**src/key_builder_pkg.sv**
```systemverilog
// package: key bit positions, field widths, frame classes and register map
// assumes: one switch core clock; parser and lookup share it
package key_builder_pkg;

   // key span covered by this block
   localparam int KEY_LSB = 65;
   localparam int KEY_MSB = 268;

   // seven-tuple key field positions and widths
   localparam int DMAC_POS = 65;
   localparam int SMAC_POS = 113;
   localparam int MAC_W = 48;
   localparam int TYPE_FLAG_POS = 161;
   localparam int TYPE_FIELD_POS = 162;
   localparam int TYPE_W = 16;
   localparam int IP_OR_SNAP_FLAG_POS = 178;
   localparam int IPV4_POS = 179;
   localparam int FRAG_POS = 180;
   localparam int NONFIRST_POS = 181;
   localparam int OPTIONS_POS = 182;
   localparam int DSCP_POS = 183;
   localparam int DSCP_W = 6;
   localparam int DIP_MSB_POS = 189;
   localparam int DIP_MSB_W = 16;
   localparam int DIP_LOW_POS = 205;
   localparam int DIP_LOW_W = 64;

   // ipv6 normal key payload field
   localparam int V6_PAYLOAD_POS = 265;
   localparam int V6_PAYLOAD_W = 112;

   // frame facts
   localparam logic [15:0] TYPE_ENCODED_MIN = 16'h0600;
   localparam logic [15:0] OAM_OVERLOADED_TYPE_FIELD = 16'h8902;
   localparam logic [7:0] OAM_TYPE_HI = 8'h89;
   localparam logic [3:0] IHL_MIN = 4'h5;
   localparam int PAYLOAD_W = 128;
   localparam int SNAP_PID_W = 40;
   localparam int MEL_W = 7;

   // register map (byte addresses)
   localparam logic [7:0] CTRL_ADDR = 8'h00;
   localparam logic [7:0] STATUS_ADDR = 8'h04;
   localparam logic [7:0] COUNT_ADDR = 8'h08;
   localparam int CTRL_EN_BIT = 0;
   localparam int CTRL_CLR_BIT = 1;
   localparam logic CTRL_EN_RESET = 1'h1;
   localparam int STAT_CLASS_POS = 0;
   localparam int STAT_FLAGS_POS = 4;
   localparam int STAT_EN_POS = 12;

   typedef enum logic [2:0] {
      CLASS_LLC = 3'h0,
      CLASS_SNAP = 3'h1,
      CLASS_IPV4 = 3'h2,
      CLASS_IPV6 = 3'h3,
      CLASS_ARP = 3'h4,
      CLASS_OVERLOADED_TYPE_FIELD = 3'h5,
      CLASS_OAM = 3'h6
   } frame_class_t;

endpackage : key_builder_pkg

```
**src/type_field_select.sv**
```systemverilog
// overloaded type field and low destination field selection per frame class
// assumes: purely combinational; the caller registers the results
module type_field_select (
   input wire key_builder_pkg::frame_class_t class_i,
   input wire logic [15:0] overloaded_type_field_i,
   input wire logic [7:0] dsap_i,
   input wire logic [7:0] ssap_i,
   input wire logic [key_builder_pkg::SNAP_PID_W-1:0] snap_pid_i,
   input wire logic l4_tcp_udp_i,
   input wire logic [15:0] l4_dport_i,
   input wire logic [7:0] ip_proto_i,
   input wire logic oam_masq_i,
   input wire logic [key_builder_pkg::MEL_W-1:0] oam_mel_i,
   input wire logic [31:0] ipv4_dip_i,
   input wire logic [127:0] ipv6_dip_i,
   input wire logic [key_builder_pkg::PAYLOAD_W-1:0] payload_i,
   output logic [key_builder_pkg::TYPE_W-1:0] type_field_o,
   output logic oam_ind_o,
   output logic [key_builder_pkg::DIP_LOW_W-1:0] dip_low_o
);
   // -------------------------------------------------------------
   // class decode
   // -------------------------------------------------------------
   wire is_llc = (class_i == key_builder_pkg::CLASS_LLC);
   wire is_snap = (class_i == key_builder_pkg::CLASS_SNAP);
   wire is_ip4 = (class_i == key_builder_pkg::CLASS_IPV4);
   wire is_ip6 = (class_i == key_builder_pkg::CLASS_IPV6);
   wire is_ip = is_ip4 | is_ip6;
   wire is_oam = (class_i == key_builder_pkg::CLASS_OAM) && (overloaded_type_field_i == key_builder_pkg::OAM_OVERLOADED_TYPE_FIELD);
   wire is_plain = (class_i == key_builder_pkg::CLASS_ARP) || (class_i == key_builder_pkg::CLASS_OVERLOADED_TYPE_FIELD)
      || (class_i == key_builder_pkg::CLASS_OAM);

   // -------------------------------------------------------------
   // overloaded type field
   // -------------------------------------------------------------
   wire [15:0] ip_sel = l4_tcp_udp_i ? l4_dport_i : {8'h00, ip_proto_i};
   wire [15:0] oam_sel = {key_builder_pkg::OAM_TYPE_HI, oam_masq_i, oam_mel_i};

   assign type_field_o = is_oam ? oam_sel :
      is_llc ? {dsap_i, ssap_i} :
      is_snap ? snap_pid_i[39:24] :
      is_ip ? ip_sel :
      is_plain ? overloaded_type_field_i : 16'h0000;
   assign oam_ind_o = is_oam;

   // -------------------------------------------------------------
   // low destination field; payload byte 0 sits in the low bits
   // -------------------------------------------------------------
   assign dip_low_o = is_ip6 ? ipv6_dip_i[63:0] :
      is_ip4 ? {32'h0000_0000, ipv4_dip_i} :
      is_llc ? payload_i[71:8] :
      is_snap ? payload_i[87:24] :
      (is_plain | is_oam) ? payload_i[63:0] : 64'h0;

endmodule : type_field_select

```
**src/seven_tuple_key_builder.sv**
```systemverilog
// seven-tuple key builder: bits 65 to 268 plus the ipv6 normal payload field
// assumes: parser on mclk_i presents one frame per frame_valid_i pulse;
// the lookup reads the registered key while key_valid_o is high
//
// Contract
// - ipv6 normal key carries 112 payload bits after the header from bit 265
// - destination mac address occupies 48 bits from key bit 65
// - source mac address occupies 48 bits from key bit 113
// - bit 161 set when type/length is at least 0x600, else cleared
// - 16-bit field at 162 selected by frame class as listed
// - oam frames put 0x89, masquerade bit and meg level in that field when the type field is 0x8902
// - oam overload indicator set whenever the field carries oam encoding
// - bit 178 set for ipv4, ipv6 or snap frames only
// - bit 179 set only for ipv4 frames
// - bit 180 set when ipv4 more-fragments is one or offset nonzero
// - bit 181 set when ipv4 fragment offset is above zero
// - translated six-bit dscp placed from key bit 183
// - ipv6 destination address bits 127:112 placed from key bit 189
// - 64-bit field at 205 carries low dip or payload bytes
module seven_tuple_key_builder #(
   parameter int ADDR_W = 8,
   parameter int COUNT_W = 32
) (
   input wire logic mclk_i,
   input wire logic rst_i,
   // apb slave
   input wire logic psel_i,
   input wire logic penable_i,
   input wire logic pwrite_i,
   input wire logic [ADDR_W-1:0] paddr_i,
   input wire logic [31:0] pwdata_i,
   input wire logic [3:0] pstrb_i,
   output logic [31:0] prdata_o,
   output logic pready_o,
   output logic pslverr_o,
   // parser side
   input wire logic frame_valid_i,
   input wire key_builder_pkg::frame_class_t frame_class_i,
   input wire logic [47:0] dmac_i,
   input wire logic [47:0] smac_i,
   input wire logic [15:0] type_encoded_flag_i,
   input wire logic [7:0] dsap_i,
   input wire logic [7:0] ssap_i,
   input wire logic [key_builder_pkg::SNAP_PID_W-1:0] snap_pid_i,
   input wire logic l4_tcp_udp_i,
   input wire logic [15:0] l4_dport_i,
   input wire logic [7:0] ip_proto_i,
   input wire logic ipv4_more_frag_i,
   input wire logic [12:0] ipv4_frag_ofs_i,
   input wire logic [3:0] ipv4_ihl_i,
   input wire logic [5:0] dscp_xlated_i,
   input wire logic [31:0] ipv4_dip_i,
   input wire logic [127:0] ipv6_dip_i,
   input wire logic oam_masq_i,
   input wire logic [key_builder_pkg::MEL_W-1:0] oam_mel_i,
   input wire logic [key_builder_pkg::PAYLOAD_W-1:0] payload_i,
   input wire logic [key_builder_pkg::V6_PAYLOAD_W-1:0] ipv6_payload_i,
   // lookup side
   output logic key_valid_o,
   output logic [key_builder_pkg::KEY_MSB:key_builder_pkg::KEY_LSB] seven_tuple_key_o,
   output logic oam_overload_indicator_o,
   output logic [key_builder_pkg::V6_PAYLOAD_W-1:0] ipv6_payload_bytes_o
);

   // ------------------------------------------------------------------
   // register state
   // ------------------------------------------------------------------
   logic enable;
   logic [COUNT_W-1:0] frame_count;
   key_builder_pkg::frame_class_t last_class;
   logic [7:0] last_flags;

   // ------------------------------------------------------------------
   // frame class decode
   // ------------------------------------------------------------------
   wire is_snap = (frame_class_i == key_builder_pkg::CLASS_SNAP);
   wire is_ipv4 = (frame_class_i == key_builder_pkg::CLASS_IPV4);
   wire is_ipv6 = (frame_class_i == key_builder_pkg::CLASS_IPV6);
   wire is_ip = is_ipv4 | is_ipv6;
   wire take_frame = frame_valid_i & enable;

   // ------------------------------------------------------------------
   // flag terms
   // ------------------------------------------------------------------
   wire type_encoded_flag = (type_encoded_flag_i >= key_builder_pkg::TYPE_ENCODED_MIN);
   wire ip_or_snap_flag = is_ip | is_snap;
   wire ipv4_flag = is_ipv4;
   wire frag_ofs_nonzero = (ipv4_frag_ofs_i != 13'h0000);
   wire fragmented_flag = is_ipv4 & (ipv4_more_frag_i | frag_ofs_nonzero);
   wire non_first_fragment_flag = is_ipv4 & frag_ofs_nonzero;
   wire ip_options_flag = is_ipv4 & (ipv4_ihl_i > key_builder_pkg::IHL_MIN);

   // ------------------------------------------------------------------
   // field terms
   // ------------------------------------------------------------------
   wire [5:0] dscp_field = is_ip ? dscp_xlated_i : 6'h00;
   wire [15:0] dest_ipv6_top_bits = is_ipv6 ? ipv6_dip_i[127:112] : 16'h0000;
   wire [key_builder_pkg::V6_PAYLOAD_W-1:0] next_v6_payload;
   assign next_v6_payload = is_ipv6 ? ipv6_payload_i : '0;

   logic [15:0] overloaded_type_field;
   logic oam_overload_indicator;
   logic [63:0] dest_ip_low_field;

   type_field_select u_type_field_select (
      .class_i(frame_class_i),
      .overloaded_type_field_i(type_encoded_flag_i),
      .dsap_i(dsap_i),
      .ssap_i(ssap_i),
      .snap_pid_i(snap_pid_i),
      .l4_tcp_udp_i(l4_tcp_udp_i),
      .l4_dport_i(l4_dport_i),
      .ip_proto_i(ip_proto_i),
      .oam_masq_i(oam_masq_i),
      .oam_mel_i(oam_mel_i),
      .ipv4_dip_i(ipv4_dip_i),
      .ipv6_dip_i(ipv6_dip_i),
      .payload_i(payload_i),
      .type_field_o(overloaded_type_field),
      .oam_ind_o(oam_overload_indicator),
      .dip_low_o(dest_ip_low_field)
   );

   // ------------------------------------------------------------------
   // key assembly
   // ------------------------------------------------------------------
   wire [key_builder_pkg::KEY_MSB:key_builder_pkg::KEY_LSB] next_key;

   assign next_key[key_builder_pkg::DMAC_POS +: key_builder_pkg::MAC_W] = dmac_i;
   assign next_key[key_builder_pkg::SMAC_POS +: key_builder_pkg::MAC_W] = smac_i;
   assign next_key[key_builder_pkg::TYPE_FLAG_POS] = type_encoded_flag;
   assign next_key[key_builder_pkg::TYPE_FIELD_POS +: key_builder_pkg::TYPE_W] = overloaded_type_field;
   assign next_key[key_builder_pkg::IP_OR_SNAP_FLAG_POS] = ip_or_snap_flag;
   assign next_key[key_builder_pkg::IPV4_POS] = ipv4_flag;
   assign next_key[key_builder_pkg::FRAG_POS] = fragmented_flag;
   assign next_key[key_builder_pkg::NONFIRST_POS] = non_first_fragment_flag;
   assign next_key[key_builder_pkg::OPTIONS_POS] = ip_options_flag;
   assign next_key[key_builder_pkg::DSCP_POS +: key_builder_pkg::DSCP_W] = dscp_field;
   assign next_key[key_builder_pkg::DIP_MSB_POS +: key_builder_pkg::DIP_MSB_W] = dest_ipv6_top_bits;
   assign next_key[key_builder_pkg::DIP_LOW_POS +: key_builder_pkg::DIP_LOW_W] = dest_ip_low_field;

   // ------------------------------------------------------------------
   // key output registers; key holds until the next accepted frame
   // ------------------------------------------------------------------
   always_ff @(posedge mclk_i) begin
      if (rst_i) begin
         key_valid_o <= 1'b0;
         seven_tuple_key_o <= '0;
         oam_overload_indicator_o <= 1'b0;
         ipv6_payload_bytes_o <= '0;
      end else begin
         key_valid_o <= take_frame;
         if (take_frame) begin
            seven_tuple_key_o <= next_key;
            oam_overload_indicator_o <= oam_overload_indicator;
            ipv6_payload_bytes_o <= next_v6_payload;
         end
      end
   end

   // ------------------------------------------------------------------
   // apb decode
   // ------------------------------------------------------------------
   wire setup_phase = psel_i & ~penable_i;
   wire access_done = psel_i & penable_i & pready_o;
   wire hit_ctrl = (paddr_i == key_builder_pkg::CTRL_ADDR);
   wire hit_status = (paddr_i == key_builder_pkg::STATUS_ADDR);
   wire hit_count = (paddr_i == key_builder_pkg::COUNT_ADDR);
   wire hit_any = hit_ctrl | hit_status | hit_count;
   wire ctrl_write = access_done & pwrite_i & hit_ctrl & pstrb_i[0];
   wire clear_count = ctrl_write & pwdata_i[key_builder_pkg::CTRL_CLR_BIT];

   wire [7:0] next_flags = {
      1'b0,
      oam_overload_indicator,
      ip_options_flag,
      non_first_fragment_flag,
      fragmented_flag,
      ipv4_flag,
      ip_or_snap_flag,
      type_encoded_flag
   };

   wire [31:0] ctrl_word = {31'h0000_0000, enable};
   wire [31:0] status_word = (32'({3'h0, enable}) << key_builder_pkg::STAT_EN_POS)
      | (32'(last_flags) << key_builder_pkg::STAT_FLAGS_POS)
      | (32'(last_class) << key_builder_pkg::STAT_CLASS_POS);
   wire [31:0] count_word = 32'(frame_count);

   wire [31:0] next_rdata = hit_ctrl ? ctrl_word :
      hit_status ? status_word :
      hit_count ? count_word : 32'h0000_0000;

   // ------------------------------------------------------------------
   // apb response: ready one cycle after setup, no wait states
   // ------------------------------------------------------------------
   always_ff @(posedge mclk_i) begin
      if (rst_i) begin
         pready_o <= 1'b0;
         prdata_o <= 32'h0000_0000;
         pslverr_o <= 1'b0;
      end else begin
         pready_o <= setup_phase;
         prdata_o <= (setup_phase & ~pwrite_i) ? next_rdata : 32'h0000_0000;
         pslverr_o <= setup_phase & ~hit_any;
      end
   end

   // ------------------------------------------------------------------
   // control register
   // ------------------------------------------------------------------
   always_ff @(posedge mclk_i) begin
      if (rst_i) begin
         enable <= key_builder_pkg::CTRL_EN_RESET;
      end else if (ctrl_write) begin
         enable <= pwdata_i[key_builder_pkg::CTRL_EN_BIT];
      end
   end

   // ------------------------------------------------------------------
   // status capture and frame counter; a frame in the clear cycle counts
   // ------------------------------------------------------------------
   always_ff @(posedge mclk_i) begin
      if (rst_i) begin
         frame_count <= '0;
      end else if (clear_count) begin
         frame_count <= take_frame ? COUNT_W'(1) : '0;
      end else if (take_frame) begin
         frame_count <= frame_count + COUNT_W'(1);
      end
   end

   always_ff @(posedge mclk_i) begin
      if (rst_i) begin
         last_class <= key_builder_pkg::CLASS_LLC;
         last_flags <= 8'h00;
      end else if (take_frame) begin
         last_class <= frame_class_i;
         last_flags <= next_flags;
      end
   end

endmodule : seven_tuple_key_builder

```
**config.mk**
```make
export PLATFORM = sky130hd
export DESIGN_NAME = seven_tuple_key_builder
export DESIGN_NICKNAME = d
export VERILOG_FILES = /design/src/key_builder_pkg.sv /design/src/type_field_select.sv /design/src/seven_tuple_key_builder.sv
export SDC_FILE = /design/constraint.sdc
export NUM_CORES = 1
export LEC_CHECK = 0
export BUFFER_PORTS_ARGS = -buffer_cell sky130_fd_sc_hd__buf_2
export CAP_MARGIN = 20
export CORE_AREA = 5 5 400 402
export CTS_CLUSTER_DIAMETER = 100
export CTS_CLUSTER_SIZE = 28
export DETAILED_ROUTE_END_ITERATION = 8
export DIE_AREA = 0 0 405 407
export GPL_TIMING_DRIVEN = 1
export MAX_ROUTING_LAYER = met4
export SKIP_LAST_GASP = 1
export SLEW_MARGIN = 30
export SYNTH_ARGS = -nofsm -noshare
export SYNTH_HDL_FRONTEND = slang
export SYNTH_SLANG_ARGS = --single-unit
```
**constraint.sdc**
```tcl
create_clock -name mclk_i -period 2.1 [get_ports mclk_i]
set_input_delay 0.525 -clock mclk_i [delete_from_list [all_inputs] [get_ports mclk_i]]
set_output_delay 0.525 -clock mclk_i [all_outputs]
set_load 0.01 [all_outputs]
```
==> out/summary.txt <==
gr usage total -> 12.32%
critical path type -> reg -> reg
Post-Syn Area -> 0.01648 sq mm
Crit-path slowest cell -> or4_1
R2R Path End -> count_word[31]
RSZ-0062 raised after global routing -> false
dominant cells by area after synthesis -> dfxtp_1, nand2_1, a21oi_1, mux2i_1, nand3_1
Final Hold Viols -> 0
final WL -> 107.0 mm
I/O pin cnt -> 1,030
flop2flop setup slack -> 160 ps
Num CTS Buffers -> 26
FF-to-FF Start -> count_word[13]
cells along the critical path -> nand4_1 -> or4_1 -> nor4_2 -> mux2_2
Die X -> 405 um
Mapped Nets -> 2,720
R2R cell count -> 4
hold path cells -> 3
fin worst setup slack -> 157.9 ps
Resize count post-CTS -> 0
Critical Path AT -> 2480 ps
vias in the first global route -> 18,450
DRT iter0 DRCs -> 1,585
most frequent cells in the layout -> buf_2, nand2_1, dfxtp_1
CP required -> 2640 ps
CTS Buffer Depth -> 3
Syn Area/Cell -> 8.076 sq um
top cell type's share of synthesized area -> 47.12%
initial antenna violation count -> 53
TritonCTS clock tree -> built
Setup Buffers After CTS -> 0
clock sink count -> 388
Least-Margin Pin Slew -> 576.3 ps
Synth Warn # -> 0
Peak Freq -> 0.5149 GHz
cell taking the most area after synthesis -> dfxtp_1
Initial Util -> 10.59%
GRT overflow -> 0
post-DR vias/cell -> 3.855
first-pass GRT wire length -> 141.9 mm
Hold Crit Class -> in -> reg
worst-skew pair later-pin latency -> 670 ps
number of flops mapped to enable cells by yosys -> 0
highest ir drop seen on vdd -> 574.1 uV
status -> complete, no violations
share of cells above drive strength 1 -> 37.69%
Pre-antenna DRT Iters -> 5
pre-CTS setup slack -> -334.6 ps
minimum clock period -> 1942 ps
maxcap violations -> 0
Worst Hold Slack -> 76.82 ps
drt wl/cell -> 21.28 um
CP Capture Type -> flip-flop
Seq/Total Area, Yosys -> 47.12%
commonest non-fill, non-tap cell in the layout -> buf_2
Die Footprint -> 0.1648 sq mm
total number of vias -> 19,390
final setup violation count -> 0
post-synthesis register bit count -> 388
Setup crit start kind -> flip-flop
Max Clock Skew -> 38.40 ps
worst rel slew slack -> 61.58%
largest net degree at the start of global routing -> 97
Cell Rows -> 145
PortBufs -> 883
Yosys cell types -> 56
Final #Nets -> 3,606
H-tree Lvls -> 1
PD cells -> 664.8 mW/mm^2
Async SR Flop Fraction -> 0%
Reg clk slew, reported paths -> 120 ps
crit path max fanout -> 7
Pleak -> 10.96 nW
Synth-to-Final Area Change -> 55.17%
hold endpoint -> seven_tuple_key_o[118]
Slew Limit Fails -> 0
CP max stage delay -> 690 ps
detailed placer's ending HPWL -> 89.36 mm
top_reg_cell synth -> dfxtp_1
root buf cell -> clkbuf_16
startpoint of the lowest-slack hold path -> smac_i[5]
post-route clock period utilization -> 92.48%
DRT antenna net count -> 0
core area -> 0.1557 sq mm
Die Span Y -> 407 um
RD Place Congestion -> 0.9086
DRC violations left -> 0
Cells after Synth -> 2,041
[where the power goes]
| part | internal, W | leakage (nW) | switching, W |
|---|---|---|---|
| clock network | 0.00271 | 0.474 | 0.00350 |
| registers | 0.00763 | 3.17 | 0.000151 |
| logic | 0.00120 | 7.32 | 0.00181 |
| total | 0.0115 | 11.0 | 0.00547 |
[cell type report]
cell class                 count  area [sq um]
clock buffer                  29         671.9
antenna                       26         65.06
multi-input combinational   1452          7974
inverter                      12         46.29
fill                       17730        130100
tap                         2058          2575
clock inverter                17         342.8
timing repair buffer        1047          6135
sequential                   388          7767
[sequential cells by signal, indices dropped and copies added (netlist names)]
register                  cells
key_valid_o                   1
ipv6_payload_bytes_o        112
enable                        1
prdata_o                     32
pslverr_o                     1
last_class                    3
oam_overload_indicator_o      1
pready_o                      1
count_word                   32
seven_tuple_key_o           204
[cell families (layout without fill, tap and decap cells)]
kind of cell	after synthesis	count (layout)	share of synthesized area, %
XOR/XNOR	9	9	0.4782
AND/OR/NAND/NOR	824	824	22.59
buffers and inverters	201	1105	4.691
multiplexers	96	96	5.852
adder cells (fa/ha/maj)	1	1	0.07589
flip-flops	388	388	47.12
AO/OA/AOI/OAI	522	522	19.19
other	0	26	0
[worst max-delay path by stage]
stage,startpoint,end,slack [ps]
after floorplan,type_encoded_flag_i[3],seven_tuple_key_o[163],6
after global placement,type_encoded_flag_i[3],seven_tuple_key_o[163],-330
after detailed placement,type_encoded_flag_i[3],seven_tuple_key_o[163],-330
after CTS,ipv6_payload_bytes_o[26],ipv6_payload_bytes_o[26],100
after global routing,count_word[13],count_word[28],7
final,count_word[13],count_word[31],160
[timing repair]
action | 4_1_cts | 5_1_grt
endpoints found under the setup margin | 0 | 0
hold buffers | 1 | 0
hold endpoints to repair | 1 | 0
[through the flow]
step / setup TNS, ps / cell area [sq um] / util, % / instances / total power, W
global route: 0 / 25570 / 16.43 / 5028 / 0.01775
floorplan: 0 / 16480 / - / 2041 / 0.009088
global placement: -1838 / 24490 / 15.73 / 4956 / 0.01095
finish: 0 / 25580 / 16.43 / 5029 / 0.01700
CTS: 0 / 25510 / 16.39 / 5003 / 0.01731
detailed placement: -2015 / 24490 / 15.73 / 4956 / 0.01097
[critical path: cells and delay by family (launching register included)]
kind | cells | cell delay, ps
muxes | 1 | 360
DFF | 1 | 370
and+or+nand+nor | 3 | 1120
[per-layer routing]
| layer | up-vias | GRT usage (%) | wire (um) |
|---|---|---|---|
| li1 | 8987 | - | - |
| met1 | 9260 | 15.04 | 43890 |
| met2 | 990 | 19.42 | 48630 |
| met3 | 150 | 3.958 | 10360 |
| met4 | 0 | 3.773 | 4142 |
| met5 | - | - | 0 |
[Yosys cell counts (all sizes together) (2+ instances only)]
cell type    n
a211oi      67
a21o         2
a21oi      282
a221oi      12
a22o        12
a22oi        7
a31oi        6
and2        27
and3         4
and4         6
buf         25
clkbuf     164
dfxtp      388
inv         12
mux2         3
mux2i       93
nand2      410
nand2b       3
nand3      158
nand3b       7
nand4       10
nor2       102
nor3        53
nor3b       11
nor4         7
nor4b        2
o211ai      64
o21ai       17
o221ai       4
o22ai       35
o2bb2ai      2
o31ai        8
or3          8
or4         10
xor2         8
Power figures use the tool's default switching activity.
